--- src/rtl/adcsq_pkg.sv ---
// constants and types for the converter sequencing control block
// Contract
// - start rise resets converter, sets busy; fall starts
// - busy flag bit 6, read-only
// - busy clears itself at conversion end
// - end of conversion sets interrupt request
// - channel select bits 2..0 route input
// - divider select 00/01/10 gives 2/8/32
// - pin enable bit: 0 digital, 1 analog
// - analog pin drops its pull-up
// - analog pin overrides port direction
// - unimplemented bits read as zero
// - conversion lasts sixteen converter clock periods
// - all pins digital powers converter down
// - result high byte, low nibble at 7..4
package adcsq_pkg;
	localparam logic [31:0] ADCSQ_OFF_CTRL   = 32'h0000_0000;
	localparam logic [31:0] ADCSQ_OFF_CLKSEL = 32'h0000_0004;
	localparam logic [31:0] ADCSQ_OFF_PINEN  = 32'h0000_0008;
	localparam logic [31:0] ADCSQ_OFF_RES_LO = 32'h0000_000C;
	localparam logic [31:0] ADCSQ_OFF_RES_HI = 32'h0000_0010;
	localparam logic [31:0] ADCSQ_OFF_IRQ    = 32'h0000_0014;
	localparam int ADCSQ_START_BIT = 7;
	localparam int ADCSQ_BUSY_BIT  = 6;
	localparam logic [2:0] ADCSQ_CHAN_RESET = 3'h0;
	localparam logic [1:0] ADCSQ_DIV_RESET  = 2'h0;
	localparam logic       ADCSQ_BUSY_RESET = 1'b1;
	localparam logic [1:0] ADCSQ_DIV2  = 2'h0;
	localparam logic [1:0] ADCSQ_DIV8  = 2'h1;
	localparam logic [1:0] ADCSQ_DIV32 = 2'h2;
	localparam logic [4:0] ADCSQ_HALF2  = 5'h00;
	localparam logic [4:0] ADCSQ_HALF8  = 5'h03;
	localparam logic [4:0] ADCSQ_HALF32 = 5'h0F;
	localparam logic [4:0] ADCSQ_CONV_PERIODS = 5'h10;
	localparam logic [1:0] ADCSQ_RESP_OKAY   = 2'h0;
	localparam logic [1:0] ADCSQ_RESP_SLVERR = 2'h2;
	typedef enum logic [2:0] {
		ADCSQ_IDLE  = 3'b001,
		ADCSQ_ARMED = 3'b010,
		ADCSQ_CONV  = 3'b100
	} adcsq_state_t;
endpackage

--- src/rtl/adcsq_clkdiv.sv ---
// converter clock divider with restart
`timescale 1ns/1ns
module adcsq_clkdiv
	import adcsq_pkg::*;
(
	input  wire logic       clk_sys,
	input  wire logic       reset_n,
	input  wire logic       restart,
	input  wire logic       run,
	input  wire logic [1:0] div_sel,
	output logic            conv_clk,
	output logic            period_end
);
	logic [4:0] cnt_reg;
	logic [4:0] cnt_next;
	logic       clk_reg;
	logic       clk_next;
	logic       end_reg;
	logic       end_next;
	logic [4:0] half;

	// next divider values; each period is two half periods
	always_comb begin
		unique case (div_sel)
			ADCSQ_DIV2:  half = ADCSQ_HALF2;
			ADCSQ_DIV8:  half = ADCSQ_HALF8;
			ADCSQ_DIV32: half = ADCSQ_HALF32;
			default:     half = ADCSQ_HALF32; // undefined code
		endcase
		cnt_next = cnt_reg;
		clk_next = clk_reg;
		end_next = 1'b0;
		if (restart || !run) begin
			cnt_next = 5'h00;
			clk_next = 1'b0;
		end else if (cnt_reg >= half) begin
			cnt_next = 5'h00;
			clk_next = ~clk_reg;
			end_next = clk_reg; // falling half closes a period
		end else begin
			cnt_next = cnt_reg + 5'h01;
		end
	end

	always_ff @(posedge clk_sys or negedge reset_n) begin
		if (!reset_n) begin
			cnt_reg <= 5'h00;
			clk_reg <= 1'b0;
			end_reg <= 1'b0;
		end else begin
			cnt_reg <= cnt_next;
			clk_reg <= clk_next;
			end_reg <= end_next;
		end
	end

	assign conv_clk   = clk_reg;
	assign period_end = end_reg;
endmodule

--- src/rtl/adcsq_top.sv ---
// converter sequencing control with axi4-lite registers
//
// The AXI4-Lite slave port and the register addresses are this design's own decisions.
`timescale 1ns/1ns
module adcsq_top
	import adcsq_pkg::*;
#(
	parameter int PINS = 8
)(
	input  wire logic            clk_sys,
	input  wire logic            reset_n,
	input  wire logic [31:0]     s_axi_awaddr,
	input  wire logic            s_axi_awvalid,
	output logic                 s_axi_awready,
	input  wire logic [31:0]     s_axi_wdata,
	input  wire logic [3:0]      s_axi_wstrb,
	input  wire logic            s_axi_wvalid,
	output logic                 s_axi_wready,
	output logic [1:0]           s_axi_bresp,
	output logic                 s_axi_bvalid,
	input  wire logic            s_axi_bready,
	input  wire logic [31:0]     s_axi_araddr,
	input  wire logic            s_axi_arvalid,
	output logic                 s_axi_arready,
	output logic [31:0]          s_axi_rdata,
	output logic [1:0]           s_axi_rresp,
	output logic                 s_axi_rvalid,
	input  wire logic            s_axi_rready,
	input  wire logic [11:0]     conv_result,
	input  wire logic            conv_result_valid,
	input  wire logic            irq_enable,
	input  wire logic [PINS-1:0] port_dir_in,
	input  wire logic [PINS-1:0] port_pullup_en,
	output logic                 conv_reset,
	output logic                 conv_start,
	output logic                 conv_clk,
	output logic [2:0]           conv_channel,
	output logic                 conv_power_down,
	output logic [PINS-1:0]      pin_analog,
	output logic [PINS-1:0]      pin_dir_in,
	output logic [PINS-1:0]      pin_pullup,
	output logic                 irq_request,
	output logic                 irq_out
);
	// register state
	logic            start_reg, start_next;
	logic            busy_reg, busy_next;
	logic [2:0]      chan_reg, chan_next;
	logic [1:0]      div_reg, div_next;
	logic [PINS-1:0] pins_reg, pins_next;
	logic [11:0]     result_reg, result_next;
	logic            irqf_reg, irqf_next;
	logic            start_d_reg;
	adcsq_state_t    state_reg, state_next;
	logic [4:0]      per_reg, per_next;
	// bus state
	logic            awr_reg, awr_next;
	logic            wr_reg, wr_next;
	logic [31:0]     awaddr_reg, awaddr_next;
	logic [31:0]     wdata_reg, wdata_next;
	logic            wstrb0_reg, wstrb0_next;
	logic            bvalid_reg, bvalid_next;
	logic [1:0]      bresp_reg, bresp_next;
	logic            rvalid_reg, rvalid_next;
	logic [31:0]     rdata_reg, rdata_next;
	logic [1:0]      rresp_reg, rresp_next;
	// outputs registered
	logic            creset_reg, creset_next;
	logic            cstart_reg, cstart_next;
	logic [PINS-1:0] dir_reg, dir_next;
	logic [PINS-1:0] pu_reg, pu_next;
	logic            irqo_reg, irqo_next;
	logic            pd_reg, pd_next;
	logic            div_clk, period_end;
	logic            wr_fire, rise, fall;
	logic            conv_run;
	logic [31:0]     ctrl_rd;

	adcsq_clkdiv u_div (
		.clk_sys    (clk_sys),
		.reset_n    (reset_n),
		.restart    (rise),
		.run        (conv_run),
		.div_sel    (div_reg),
		.conv_clk   (div_clk),
		.period_end (period_end)
	);

	// edges of the stored start bit seen on system clock
	assign rise = start_reg & ~start_d_reg;
	assign fall = ~start_reg & start_d_reg;
	// divider stops on the last period, no seventeenth edge
	assign conv_run = (state_reg == ADCSQ_CONV)
		& ~(period_end & (per_reg == ADCSQ_CONV_PERIODS - 5'h01));
	assign wr_fire = awr_reg & wr_reg & ~bvalid_reg;
	assign ctrl_rd = {24'h0, start_reg, busy_reg, 3'h0, chan_reg};

	// register writes, sequencing and pin overrides
	always_comb begin
		start_next  = start_reg;
		chan_next   = chan_reg;
		div_next    = div_reg;
		pins_next   = pins_reg;
		busy_next   = busy_reg;
		result_next = result_reg;
		irqf_next   = irqf_reg;
		state_next  = state_reg;
		per_next    = per_reg;
		creset_next = 1'b0;
		cstart_next = 1'b0;
		if (wr_fire && wstrb0_reg) begin
			unique case (awaddr_reg)
				ADCSQ_OFF_CTRL: begin
					start_next = wdata_reg[ADCSQ_START_BIT];
					// channel code routes analog input n
					chan_next  = wdata_reg[2:0];
				end
				ADCSQ_OFF_CLKSEL: div_next  = wdata_reg[1:0];
				ADCSQ_OFF_PINEN:  pins_next = wdata_reg[PINS-1:0];
				ADCSQ_OFF_IRQ:    if (wdata_reg[0]) irqf_next = 1'b0;
				default: ;
			endcase
		end
		unique case (state_reg)
			ADCSQ_IDLE: begin
				// rising start resets converter and sets busy
				if (rise) begin
					busy_next   = 1'b1;
					creset_next = 1'b1;
					state_next  = ADCSQ_ARMED;
				end
			end
			ADCSQ_ARMED: begin
				// the falling start launches one conversion
				if (fall) begin
					state_next  = ADCSQ_CONV;
					cstart_next = 1'b1;
					per_next    = 5'h00;
				end
			end
			ADCSQ_CONV: begin
				// a new rise aborts and keeps busy high
				if (rise) begin
					creset_next = 1'b1;
					state_next  = ADCSQ_ARMED;
				end else if (period_end) begin
					if (per_reg == ADCSQ_CONV_PERIODS - 5'h01) begin
						busy_next   = 1'b0;
						result_next = conv_result_valid ? conv_result : result_reg;
						// request flag set, set wins over clear
						irqf_next   = 1'b1;
						state_next  = ADCSQ_IDLE;
					end else begin
						per_next = per_reg + 5'h01;
					end
				end
			end
			default: state_next = ADCSQ_IDLE;
		endcase
		irqo_next = irqf_next & irq_enable;
		// no analog pins powers converter down
		pd_next   = (pins_next == '0);
		pu_next   = port_pullup_en & ~pins_next;
		// enable bit selects analog or digital
		dir_next  = port_dir_in | pins_next;
	end

	// axi4-lite slave; read answers one cycle after handshake, write response two cycles after
	always_comb begin
		awr_next    = awr_reg;
		wr_next     = wr_reg;
		awaddr_next = awaddr_reg;
		wdata_next  = wdata_reg;
		wstrb0_next = wstrb0_reg;
		bvalid_next = bvalid_reg;
		bresp_next  = bresp_reg;
		rvalid_next = rvalid_reg;
		rdata_next  = rdata_reg;
		rresp_next  = rresp_reg;
		if (s_axi_awvalid && !awr_reg) begin
			awr_next    = 1'b1;
			awaddr_next = {s_axi_awaddr[31:2], 2'h0};
		end
		if (s_axi_wvalid && !wr_reg) begin
			wr_next     = 1'b1;
			wdata_next  = s_axi_wdata;
			wstrb0_next = s_axi_wstrb[0];
		end
		if (wr_fire) begin
			bvalid_next = 1'b1;
			bresp_next  = (awaddr_reg <= ADCSQ_OFF_IRQ) ? ADCSQ_RESP_OKAY : ADCSQ_RESP_SLVERR;
		end
		if (bvalid_reg && s_axi_bready) begin
			bvalid_next = 1'b0;
			awr_next    = 1'b0;
			wr_next     = 1'b0;
		end
		if (s_axi_arvalid && !rvalid_reg) begin
			rvalid_next = 1'b1;
			rresp_next  = ADCSQ_RESP_OKAY;
			unique case ({s_axi_araddr[31:2], 2'h0})
				ADCSQ_OFF_CTRL:   rdata_next = ctrl_rd;
				ADCSQ_OFF_CLKSEL: rdata_next = {30'h0, div_reg};
				ADCSQ_OFF_PINEN:  rdata_next = 32'({pins_reg});
				ADCSQ_OFF_RES_LO: rdata_next = {24'h0, result_reg[3:0], 4'h0};
				ADCSQ_OFF_RES_HI: rdata_next = {24'h0, result_reg[11:4]};
				ADCSQ_OFF_IRQ:    rdata_next = {31'h0, irqf_reg};
				default: begin
					rdata_next = 32'h0000_0000;
					rresp_next = ADCSQ_RESP_SLVERR;
				end
			endcase
		end else if (rvalid_reg && s_axi_rready) begin
			rvalid_next = 1'b0;
		end
	end

	always_ff @(posedge clk_sys or negedge reset_n) begin
		if (!reset_n) begin
			start_reg   <= 1'b0;
			start_d_reg <= 1'b0;
			busy_reg    <= ADCSQ_BUSY_RESET;
			chan_reg    <= ADCSQ_CHAN_RESET;
			div_reg     <= ADCSQ_DIV_RESET;
			pins_reg    <= '0;
			result_reg  <= 12'h000;
			irqf_reg    <= 1'b0;
			state_reg   <= ADCSQ_IDLE;
			per_reg     <= 5'h00;
			awr_reg     <= 1'b0;
			wr_reg      <= 1'b0;
			awaddr_reg  <= 32'h0000_0000;
			wdata_reg   <= 32'h0000_0000;
			wstrb0_reg  <= 1'b0;
			bvalid_reg  <= 1'b0;
			bresp_reg   <= 2'h0;
			rvalid_reg  <= 1'b0;
			rdata_reg   <= 32'h0000_0000;
			rresp_reg   <= 2'h0;
			creset_reg  <= 1'b0;
			cstart_reg  <= 1'b0;
			dir_reg     <= '0;
			pu_reg      <= '0;
			irqo_reg    <= 1'b0;
			pd_reg      <= 1'b1;
		end else begin
			start_reg   <= start_next;
			start_d_reg <= start_reg;
			busy_reg    <= busy_next;
			chan_reg    <= chan_next;
			div_reg     <= div_next;
			pins_reg    <= pins_next;
			result_reg  <= result_next;
			irqf_reg    <= irqf_next;
			state_reg   <= state_next;
			per_reg     <= per_next;
			awr_reg     <= awr_next;
			wr_reg      <= wr_next;
			awaddr_reg  <= awaddr_next;
			wdata_reg   <= wdata_next;
			wstrb0_reg  <= wstrb0_next;
			bvalid_reg  <= bvalid_next;
			bresp_reg   <= bresp_next;
			rvalid_reg  <= rvalid_next;
			rdata_reg   <= rdata_next;
			rresp_reg   <= rresp_next;
			creset_reg  <= creset_next;
			cstart_reg  <= cstart_next;
			dir_reg     <= dir_next;
			pu_reg      <= pu_next;
			irqo_reg    <= irqo_next;
			pd_reg      <= pd_next;
		end
	end

	// outputs straight from flops except the ready signals, gated from valid (divider clock is its own flop)
	assign s_axi_awready   = s_axi_awvalid & ~awr_reg;
	assign s_axi_wready    = s_axi_wvalid & ~wr_reg;
	assign s_axi_bvalid    = bvalid_reg;
	assign s_axi_bresp     = bresp_reg;
	assign s_axi_arready   = s_axi_arvalid & ~rvalid_reg;
	assign s_axi_rvalid    = rvalid_reg;
	assign s_axi_rdata     = rdata_reg;
	assign s_axi_rresp     = rresp_reg;
	assign conv_reset      = creset_reg;
	assign conv_start      = cstart_reg;
	assign conv_clk        = div_clk;
	assign conv_channel    = chan_reg;
	assign conv_power_down = pd_reg;
	assign pin_analog      = pins_reg;
	assign pin_dir_in      = dir_reg;
	assign pin_pullup      = pu_reg;
	assign irq_request     = irqf_reg;
	assign irq_out         = irqo_reg;
endmodule

--- config.mk ---
export PLATFORM = sky130hd
export DESIGN_NAME = adcsq_top
export DESIGN_NICKNAME = d
export VERILOG_FILES = /design/src/rtl/adcsq_pkg.sv /design/src/rtl/adcsq_clkdiv.sv /design/src/rtl/adcsq_top.sv
export SDC_FILE = /design/constraint.sdc
export NUM_CORES = 1
export LEC_CHECK = 0
export BUFFER_PORTS_ARGS = -buffer_cell sky130_fd_sc_hd__buf_2
export CAP_MARGIN = 0
export CORE_ASPECT_RATIO = 0.75
export CORE_MARGIN = 10
export CORE_UTILIZATION = 51
export CTS_BUF_LIST = sky130_fd_sc_hd__clkbuf_2
export DETAILED_ROUTE_END_ITERATION = 6
export GPL_TIMING_DRIVEN = 0
export PLACE_DENSITY = 0.83
export RECOVER_POWER = 25
export SYNTH_ARGS = -nofsm -noshare
export SYNTH_HDL_FRONTEND = slang
export SYNTH_HIERARCHICAL = 1
export SYNTH_SLANG_ARGS = --single-unit
--- constraint.sdc ---
create_clock -name clk_sys -period 2.55 [get_ports clk_sys]
set_clock_uncertainty 0.15 [all_clocks]
set_input_delay 0.255 -clock clk_sys [delete_from_list [all_inputs] [get_ports clk_sys]]
set_output_delay 0.255 -clock clk_sys [all_outputs]
set_load 0.05 [all_outputs]
## Word-level counts from Yosys, hierarchy flattened

Index checks and enable logic that the tools add are counted.

| word-level totals | value |
|---|---|
| register bits after elaboration | 143 |
| output and inout port bits | 74 |

| operators by class | value |
|---|---|
| reductions and logical operators | 30 |
| order comparisons | 2 |
| muxes and demuxes | 47 |
| equal/unequal tests | 21 |
| add/subtract/negate cells | 2 |
| bitwise operators | 22 |

Operators with widths:

| kind | count |
|---|---|
| == test 30 x 2 -> 1 bit, second input constant | 3 |
| == test 30 x 3 -> 1 bit, second input constant | 3 |
| == test 30 x 1 -> 1 bit, second input constant | 2 |
| case mux 8 bit (6 select lines) | 1 |
| <= comparator 32 x 5 -> 1 bit, second input constant | 1 |
| logical NOT 32 bit | 1 |
| logical NOT 30 bit | 1 |
| 2-to-1 mux 5 bit | 6 |
| 2-to-1 mux 1 bit | 27 |
| 2-to-1 mux 8 bit | 2 |
| 2-to-1 mux 3 bit | 5 |
| AND reduction 5 bit | 3 |
| nonzero test 2 bit | 7 |
| adder 5 x 1 -> 5 bit, second input constant | 2 |
| bitwise AND 1 bit | 10 |
| case mux 5 bit (2 select lines) | 1 |
| NOT 1 bit | 9 |
| case mux 3 bit (3 select lines) | 1 |
| bitwise AND 8 bit | 1 |
| logical NOT 8 bit | 1 |
| NOT 8 bit | 1 |
| OR 8 bit | 1 |
| case mux 4 bit (2 select lines) | 1 |
| logical AND 1 bit | 6 |
| 18 further kinds | 28 |

## Longest topological paths before layout

Gate-level depths: netlist of run 1.

| depth | value |
|---|---|
| depth after elaboration | 9 |
| gate-level depth with buffers | 8 |

## Hierarchy

Netlist of run 1, hierarchy kept.

By module, submodules not included:

| module | sequential area each (um^2) | instances | cells each | area an instance (um^2) |
|---|---|---|---|---|
| adcsq_top | 2756.4 | 1 | 425 | 5112.4 |
| adcsq_clkdiv | 175.2 | 1 | 39 | 425.4 |

## Worst setup path after synthesis of run 1

No wires, ideal clock.

| timing | value |
|---|---|
| path type | register to register |
| start point | register bvalid_reg, in the netlist s_axi_bvalid |
| end point | register pins_reg[4], in the netlist pin_analog[4] |
| path slack | 0.184 ns |
| period minus slack after synthesis | 2.366 ns |
| cell stages (with the launch flop) | 6 |
| arrival | 2.089 ns |
| library setup time | 0.128 ns |
| path through | dfrtp_1 > and3b_1 > nand4_1 > nor4_4 > buf_6 > mux2_1 |

| between the ends | value |
|---|---|
| word-level cells in the longest chain between the ends | 4 |

Ends and longest elaborated chain:

| what | line | text |
|---|---|---|
| start, declared | adcsq_top.sv:62 | `logic bvalid_reg, bvalid_next;` |
| start signal, assigned | adcsq_top.sv:262 | `bvalid_reg <= bvalid_next;` |
| NOT 1 bit | adcsq_top.sv:95 | `assign wr_fire = awr_reg & wr_reg & ~bvalid_reg;` |
| bitwise AND 1 bit | adcsq_top.sv:95 |  |
| logical AND 1 bit | adcsq_top.sv:111 | `if (wr_fire && wstrb0_reg) begin` |
| 2-to-1 mux 8 bit | adcsq_top.sv:111 |  |
| via pins_next[4] | adcsq_top.sv:50 | `logic [PINS-1:0] pins_reg, pins_next;` |
| end signal, assigned | adcsq_top.sv:252 | `pins_reg <= pins_next;` |
| end, declared | adcsq_top.sv:50 |  |

The timed path passes the listed nets, and every way through them passes these cells.
A chain may end at the register's enable or synchronous reset.

## Worst setup path after layout of run 1

| timing | value |
|---|---|
| start point | input s_axi_araddr[23] |
| end point | register rdata_reg[7], in the netlist s_axi_rdata[7] |

| between the ends | value |
|---|---|
| word-level cells in the longest chain between the ends | 2 |
| elaborated cells on any way between the ends | 7 |

Ends and longest elaborated chain:

| what | line | text |
|---|---|---|
| start, declared | adcsq_top.sv:22 | `input wire logic [31:0] s_axi_araddr,` |
| == test 30 x 3 -> 1 bit (tied with other cells) | adcsq_top.sv:201 | `unique case ({s_axi_araddr[31:2], 2'h0})` |
| case mux 8 bit (6 select lines) * | adcsq_top.sv:201 |  |
| end signal, assigned | adcsq_top.sv:265 | `rdata_reg <= rdata_next;` |
| end, declared | adcsq_top.sv:65 | `logic [31:0] rdata_reg, rdata_next;` |

Mark *: on every way between the ends. The rest lies on a longest branch, timed or not.

==> results.yml, run 1 <==
worst_setup_path:
  crit_path_start_kind: "input pin"
  crit_type: "in -> reg"
  critical_path.endpoint_type: "register"
  critical_path.max_fanout: 3
  timing.reg2reg.worst_path_depth: 5
  crit_arrival_ns: 2.98
  critPathRequiredTime_ns: 2.97
detailed_routing:
  first_iter_violations: 352
  routed_wirelength_um: 18100
  total_number_of_vias: 4840
  via_per_inst: 5.27
  drt_pass_1_iters: 5
  final_antenna_net_count: 0
  drc: 0
  wire_per_inst_um: 19.8
synth:
  post_synth_inst_count: 464
  synth_top_flop_cell: "dfrtp_1"
  netlist-cell-type-count: 55
  synth_top_cells_by_area: "dfrtp_1 (52%), mux2_2 (13%), mux2i_1 (4.0%), buf_4 (3.7%), nor2_1 (2.5%)"
  synth.yosys.warnings: 6
  synth_edf_count: 0
  synth_area_leader_cell: "dfrtp_1"
  yosysSeqAreaShare: 0.529
  netlist_area_pre_place_sq_mm: 0.00554
  async_flop_share: 1.00
  yosys.area.top_type_share: 0.515
  synth.ff_latch_count: 117
  synthesis.area_per_instance_sq_um: 11.9
timing:
  report.final.slew_viol_count: 0
  timing.final.ws_setup_ns: -0.00786
  final-setup-viol-count: 1
  worstMarginPinSlew_ns: 1.49
  fin_crit_sh: 1.00
  slew_headroom: 0.00917
  post_route_setup_tns_ns: -0.00786
  finalHoldViolations: 0
  final_period_minus_worst_setup_slack_ns: 2.56
  fmaxAchievable_mhz: 391
power_and_ir_drop:
  power_per_cell_area_mw_per_mm2: 583
  static-leakage-power_nw: 3.82
  max-vdd-ir-drop_mv: 0.505
run_status:
  violations: "capacitance limit, setup timing"
  status: "finished, violations left"
die:
  die_span_in_y_um: 110
  initial_utilization: 0.530
  design.core.area_sq_mm: 0.0105
  die_w_um: 140
  die-area_sq_mm: 0.0155
  top_level_ports: 211
  num_rows: 32
place:
  detailed_place.area_sq_mm: 0.00659
  rd_place_congestion: 0.868
  placement.io_buffers: 151
  hpwl_um: 11500
  place_worst_setup_slack_ns: 0.000733
grt:
  antenna_found_initial: 2
  grt_pass1_vias: 5062
  grt_pass1_wl_um: 26800
  groute.usage.overall: 0.218
  grt.overflow.total: 0
  grt_start_max_net_pins: 61
clock_network:
  clk_root_buffer_cell: "clkbuf_2"
  cts_made_buffers: 17
  ctsHtreeMaxLevel: 4
  clock_insertion_delay_worst_skew_ns: 0.64
  clkSinkCount: 117
  tritoncts: "done"
  worst_setup_hold_path_clk_slew_ns: 0.16
  clock_path_buffers: 2
finish:
  drive_above_1_share: 0.386
  synthToLayoutAreaGrowth_pct: 42.3
  top_library_cells_by_usage_in_the_layout_fill_and_taps_aside: "buf_2 (152), dfrtp_1 (114), dlygate4sd3_1 (106), mux2_2 (64), nor2_1 (37)"
  mostFrequentLayoutCell: "buf_2"
  final_core_utilization: 0.754
  nNetsFinal: 914
  largest_register_ffs: 30
  post_route_standard_cell_area_excluding_fillers_sq_mm: 0.00788
flow_run:
  drv.max_cap_violation_count: 1
min_path:
  cell_depth_of_the_worst_hold_path: 4
  worst_hold_path_type: "in -> reg"
-- report_power, final --
part	total (mW)	switching, mW	internal (mW)
Combinational	1.21	0.591	0.621
Sequential	2.51	0.305	2.21
Clock	0.873	0.646	0.227
-- area by class of cell --
class / instances / area (sq um)
Fill cell: 634 / 2570
Multi-Input combinational cell: 318 / 2440
Sequential cell: 117 / 2930
Clock inverter: 9 / 41.3
Clock buffer: 20 / 100
Timing Repair Buffer: 262 / 1870
Buffer: 40 / 267
Inverter: 14 / 52.6
Tap cell: 136 / 170
Antenna cell: 2 / 5.00
-- through the flow --
stage | cells | hold WS (ns) | total power, mW
floorplan | 489 | -0.191 | 3.21
global placement | 776 | 0.294 | 3.49
detailed placement | 777 | 0.222 | 3.57
CTS | 902 | 0.00131 | 4.54
global route | 918 | 0.148 | 4.84
finish | 918 | 0.172 | 4.60
-- worst max-delay path, stage by stage --
cell	delay, ns
dlygate4sd3_1	0.54
buf_2	0.12
nor2_1	0.11
dlygate4sd3_1	0.59
nand4_1	0.11
a2111o_1	0.47
o31ai_1	0.21
dlygate4sd3_1	0.58
-- per-layer routing --
| layer | routed length (um) | GRT usage | vias up |
|---|---|---|---|
| li1 | - | - | 2226 |
| met1 | 6850 | 0.249 | 2328 |
| met2 | 9040 | 0.379 | 245 |
| met3 | 1820 | 0.0808 | 41 |
| met4 | 423 | 0.0654 | 0 |
| met5 | 0 | 0 | - |
-- kinds of logic after synthesis --
family,share of synthesized area
xor+xnor,0.00475
flops,0.529
compound gates,0.0741
other cells,0.000677
mux,0.176
simple gates,0.141
fa+ha+maj,0.0176
buf+inv,0.0567
-- path summary, 6_finish.rpt --
| check | start | end | slack, ns |
|---|---|---|---|
| worst max register to register | awaddr_reg[14] | pin_dir_in[4] | 0.04 |
| worst max-delay path | s_axi_araddr[23] | s_axi_rdata[7] | -0.008 |
| worst min register to register | busy_reg | busy_reg | 0.35 |
| max in group asynchronous | reset_n | awaddr_reg[23] | 0.92 |
| min in group asynchronous | reset_n | pin_dir_in[6] | 0.34 |
| worst min-delay path | s_axi_araddr[3] | s_axi_rdata[0] | 0.17 |
-- Yosys cell counts, drive strengths merged, types with 4 or more instances --
cell	count
o31ai	7
nand3	4
nor3	4
nor2b	7
nor2	37
inv	14
a21oi	9
mux2i	22
mux2	67
ha	7
buf	30
nand2b	22
nor4	18
or3b	4
a22o	10
nand2	20
clkbuf	10
dfrtp	114
o21ai	9
-- timing repair --
| item | CTS | global route |
|---|---|---|
| pin swaps | 0 | 6 |
| gates resized for setup | 1 | 13 |
| hold endpoints to repair | 138 | 1 |
| gates cloned | 0 | 0 |
| hold buffers | 96 | 12 |
| setup buffers | 0 | 4 |
| setup endpoints to repair | 1 | 38 |
No activity file was read; power rests on OpenSTA's default activity.
==> run 2: changes to the inputs <==
--- a/config.mk
+++ b/config.mk
@@ -5,15 +5,16 @@
 export SDC_FILE = /design/constraint.sdc
 export NUM_CORES = 1
 export LEC_CHECK = 0
+export ABC_AREA = 1
 export BUFFER_PORTS_ARGS = -buffer_cell sky130_fd_sc_hd__buf_2
 export CAP_MARGIN = 0
 export CORE_ASPECT_RATIO = 0.75
 export CORE_MARGIN = 10
-export CORE_UTILIZATION = 51
+export CORE_UTILIZATION = 46
 export CTS_BUF_LIST = sky130_fd_sc_hd__clkbuf_2
 export DETAILED_ROUTE_END_ITERATION = 6
 export GPL_TIMING_DRIVEN = 0
-export PLACE_DENSITY = 0.83
+export PLACE_DENSITY = 0.79
 export RECOVER_POWER = 25
 export SYNTH_ARGS = -nofsm -noshare
 export SYNTH_HDL_FRONTEND = slang
==> constraint.sdc (replaced) <==
create_clock -name clk_sys -period 2.17 [get_ports clk_sys]
set_clock_uncertainty 0.15 [all_clocks]
set_input_delay 0.217 -clock clk_sys [delete_from_list [all_inputs] [get_ports clk_sys]]
set_output_delay 0.217 -clock clk_sys [all_outputs]
set_load 0.05 [all_outputs]
==> run 2 against run 1 <==
  * The run now ends clean
  * Via count grew 10%
  * Synthesized cell count grew 41%
  * Hold slack lost 0.093 ns
  * Clock power grew 25%
  * Total power grew 22%
  * Sequential cell count is the same
  * Combinational power grew 38%
  * Count of clock-buffer cells in the layout is the same
  * Register-to-register slack gained 0.03 ns
  * Largest cell class unchanged
==> results.yml, run 2 <==
timing:
  post_route_setup_tns_ns: 0
  rsz0062_at_grt: "no"
  worstMarginPinSlew_ns: 0.690
  slew_headroom: 0.540
  final_period_minus_worst_setup_slack_ns: 2.10
  report.final.slew_viol_count: 0
  final-setup-viol-count: 0
  finalHoldViolations: 0
  fin_crit_sh: 0.968
  fmaxAchievable_mhz: 476
place:
  placement.io_buffers: 153
  rd_place_congestion: 0.836
  hpwl_um: 10900
finish:
  drive_above_1_share: 0.258
  synthToLayoutAreaGrowth_pct: 44.8
  fill_cells: 887
  top_library_cells_by_usage_in_the_layout_fill_and_taps_aside: "nand2_1 (189), buf_2 (152), dfrtp_1 (113), dlygate4sd3_1 (112), nor2_1 (82)"
  mostFrequentLayoutCell: "nand2_1"
  nNetsFinal: 1109
  largest_register_ffs: 30
  final_core_utilization: 0.683
grt:
  grt_pass1_vias: 5472
  grt_pass1_wl_um: 27700
  grt_start_max_net_pins: 88
  grt.overflow.total: 0
  antenna_found_initial: 1
  groute.usage.overall: 0.203
detailed_routing:
  first_iter_violations: 324
  final_antenna_net_count: 0
  wire_per_inst_um: 15.0
  drt_pass_1_iters: 7
  via_per_inst: 4.68
  routed_wirelength_um: 17100
  drc: 0
  total_number_of_vias: 5343
worst_setup_path:
  crit_arrival_ns: 2.52
  critical_path.max_fanout: 6
  crit_path_start_kind: "register"
  crit_type: "reg -> reg"
  critical_path.endpoint_type: "register"
  critPathRequiredTime_ns: 2.59
clock_network:
  clkSinkCount: 117
  clock_insertion_delay_worst_skew_ns: 0.63
  worst_setup_hold_path_clk_slew_ns: 0.16
  clock_path_buffers: 2
  ctsHtreeMaxLevel: 4
  cts_made_buffers: 17
  clk_root_buffer_cell: "clkbuf_2"
  tritoncts: "done"
synth:
  synth_top_flop_cell: "dfrtp_1"
  synth_area_leader_cell: "dfrtp_1"
  synth.yosys.warnings: 6
  synth_top_cells_by_area: "dfrtp_1 (52%), nand2_1 (13%), nor2_1 (6.0%), inv_1 (4.5%), nand3_1 (4.2%)"
  post_synth_inst_count: 653
  netlist_area_pre_place_sq_mm: 0.00548
  netlist-cell-type-count: 37
  yosysSeqAreaShare: 0.535
  synth_edf_count: 0
  synth_most_common_cell: "nand2_1"
  async_flop_share: 1.00
  synth.ff_latch_count: 117
  synth.top_cells.by_count: "nand2_1 (190), dfrtp_1 (114), nor2_1 (87), inv_1 (66), nand3_1 (46)"
  synthesis.area_per_instance_sq_um: 8.39
  yosys.area.top_type_share: 0.521
die:
  design.core.area_sq_mm: 0.0116
  die-area_sq_mm: 0.0167
  die_w_um: 146
  initial_utilization: 0.472
  top_level_ports: 211
  num_rows: 34
  die_span_in_y_um: 115
power_and_ir_drop:
  power_per_cell_area_mw_per_mm2: 704
  static-leakage-power_nw: 4.24
  max-vdd-ir-drop_mv: 0.544
flow_run:
  drv.max_cap_violation_count: 0
min_path:
  worst_hold_path_type: "in -> reg"
run_status:
  status: "complete, no violations"
-- run 2: changes by cell type after synthesis, moves of 20 or more --
cell      change
nand2_1     +170
o21ai_0      +20
nand3_1      +42
inv_1        +52
nor2_1       +50
nand2b_1     -22
mux2_2       -56
mux2i_1      -21
-- run 2: through the flow --
stage,std cells,power (mW),hold WS (ns),setup slack (ns),instance area [sq um]
2_1_floorplan,678,3.77,-0.229,0.265,5570
5_1_grt,1141,5.98,0.0462,0.00372,7940
3_5_place_dp,994,4.18,-0.0348,0.0400,6580
6_report,1141,5.59,0.0795,0.0684,7940
3_3_place_gp,993,4.13,0.253,-0.692,6540
4_1_cts,1139,5.53,0.000158,0.00106,7910
-- run 2: logic make-up after synthesis --
| kind of cell | synth area share |
|---|---|
| mux | 0.0244 |
| simple gates | 0.283 |
| buf+inv | 0.0911 |
| fa+ha+maj | 0.0160 |
| flops | 0.535 |
| compound gates | 0.0431 |
| other cells | 0.000684 |
| xor+xnor | 0.00639 |
-- run 2: worst paths after layout --
kind / startpoint / end / slack, ns / cells after the start
worst max-delay path: wr_reg / wdata_reg[1] / 0.07 / 5
worst min-delay path: s_axi_araddr[4] / s_axi_rdata[6] / 0.08 / 8
worst max register to register: wr_reg / wdata_reg[1] / 0.07 / 5
worst min register to register: awaddr_reg[30] / awaddr_reg[30] / 0.34 / 2
max in group asynchronous: reset_n / awaddr_reg[31] / 0.44 / 4
min in group asynchronous: reset_n / state_reg[0] / 0.71 / 3
-- run 2: power breakdown --
group	switching [mW]	total (mW)	internal, mW	leakage [nW]
clock network	0.803	1.09	0.287	0.116
registers	0.254	2.83	2.58	1.50
logic	1.01	1.67	0.658	2.62
-- run 2: layer usage --
layer | up-vias | GRT usage | wire length (um)
met2 | 217 | 0.341 | 8250
li1 | 2637 | - | -
met1 | 2467 | 0.241 | 7150
met5 | - | 0 | 0
met4 | 0 | 0.0632 | 228
met3 | 22 | 0.0711 | 1500
-- run 2: area by class of cell --
class | count | area (sq um) | area share
multi-input cells | 456 | 2170 | 0.274
plain buffers | 37 | 263 | 0.0331
inverters | 67 | 255 | 0.0322
repair buffers | 269 | 1940 | 0.245
clock buffers | 20 | 100 | 0.0126
diodes | 1 | 2.50 | 0.000315
well taps | 162 | 203 | 0.0255
clock inverters | 12 | 65.1 | 0.00820
flip-flops and latches | 117 | 2930 | 0.370
-- run 2: repair_timing --
item                       4_1_cts  5_1_grt
hold buffers                   114        0
resized for setup                8       15
hold endpoints to repair       198        0
buffers inserted                 0        2
setup endpoints to repair        2       23
pin swaps                        0        3
-- run 2: critical path: stages, from the launching register on --
cell and delay [ns]:
dfrtp_2 0.48, nor2_4 0.16, nand2_1 0.06, dlygate4sd3_1 0.56
o21ai_0 0.07, dlygate4sd3_1 0.56
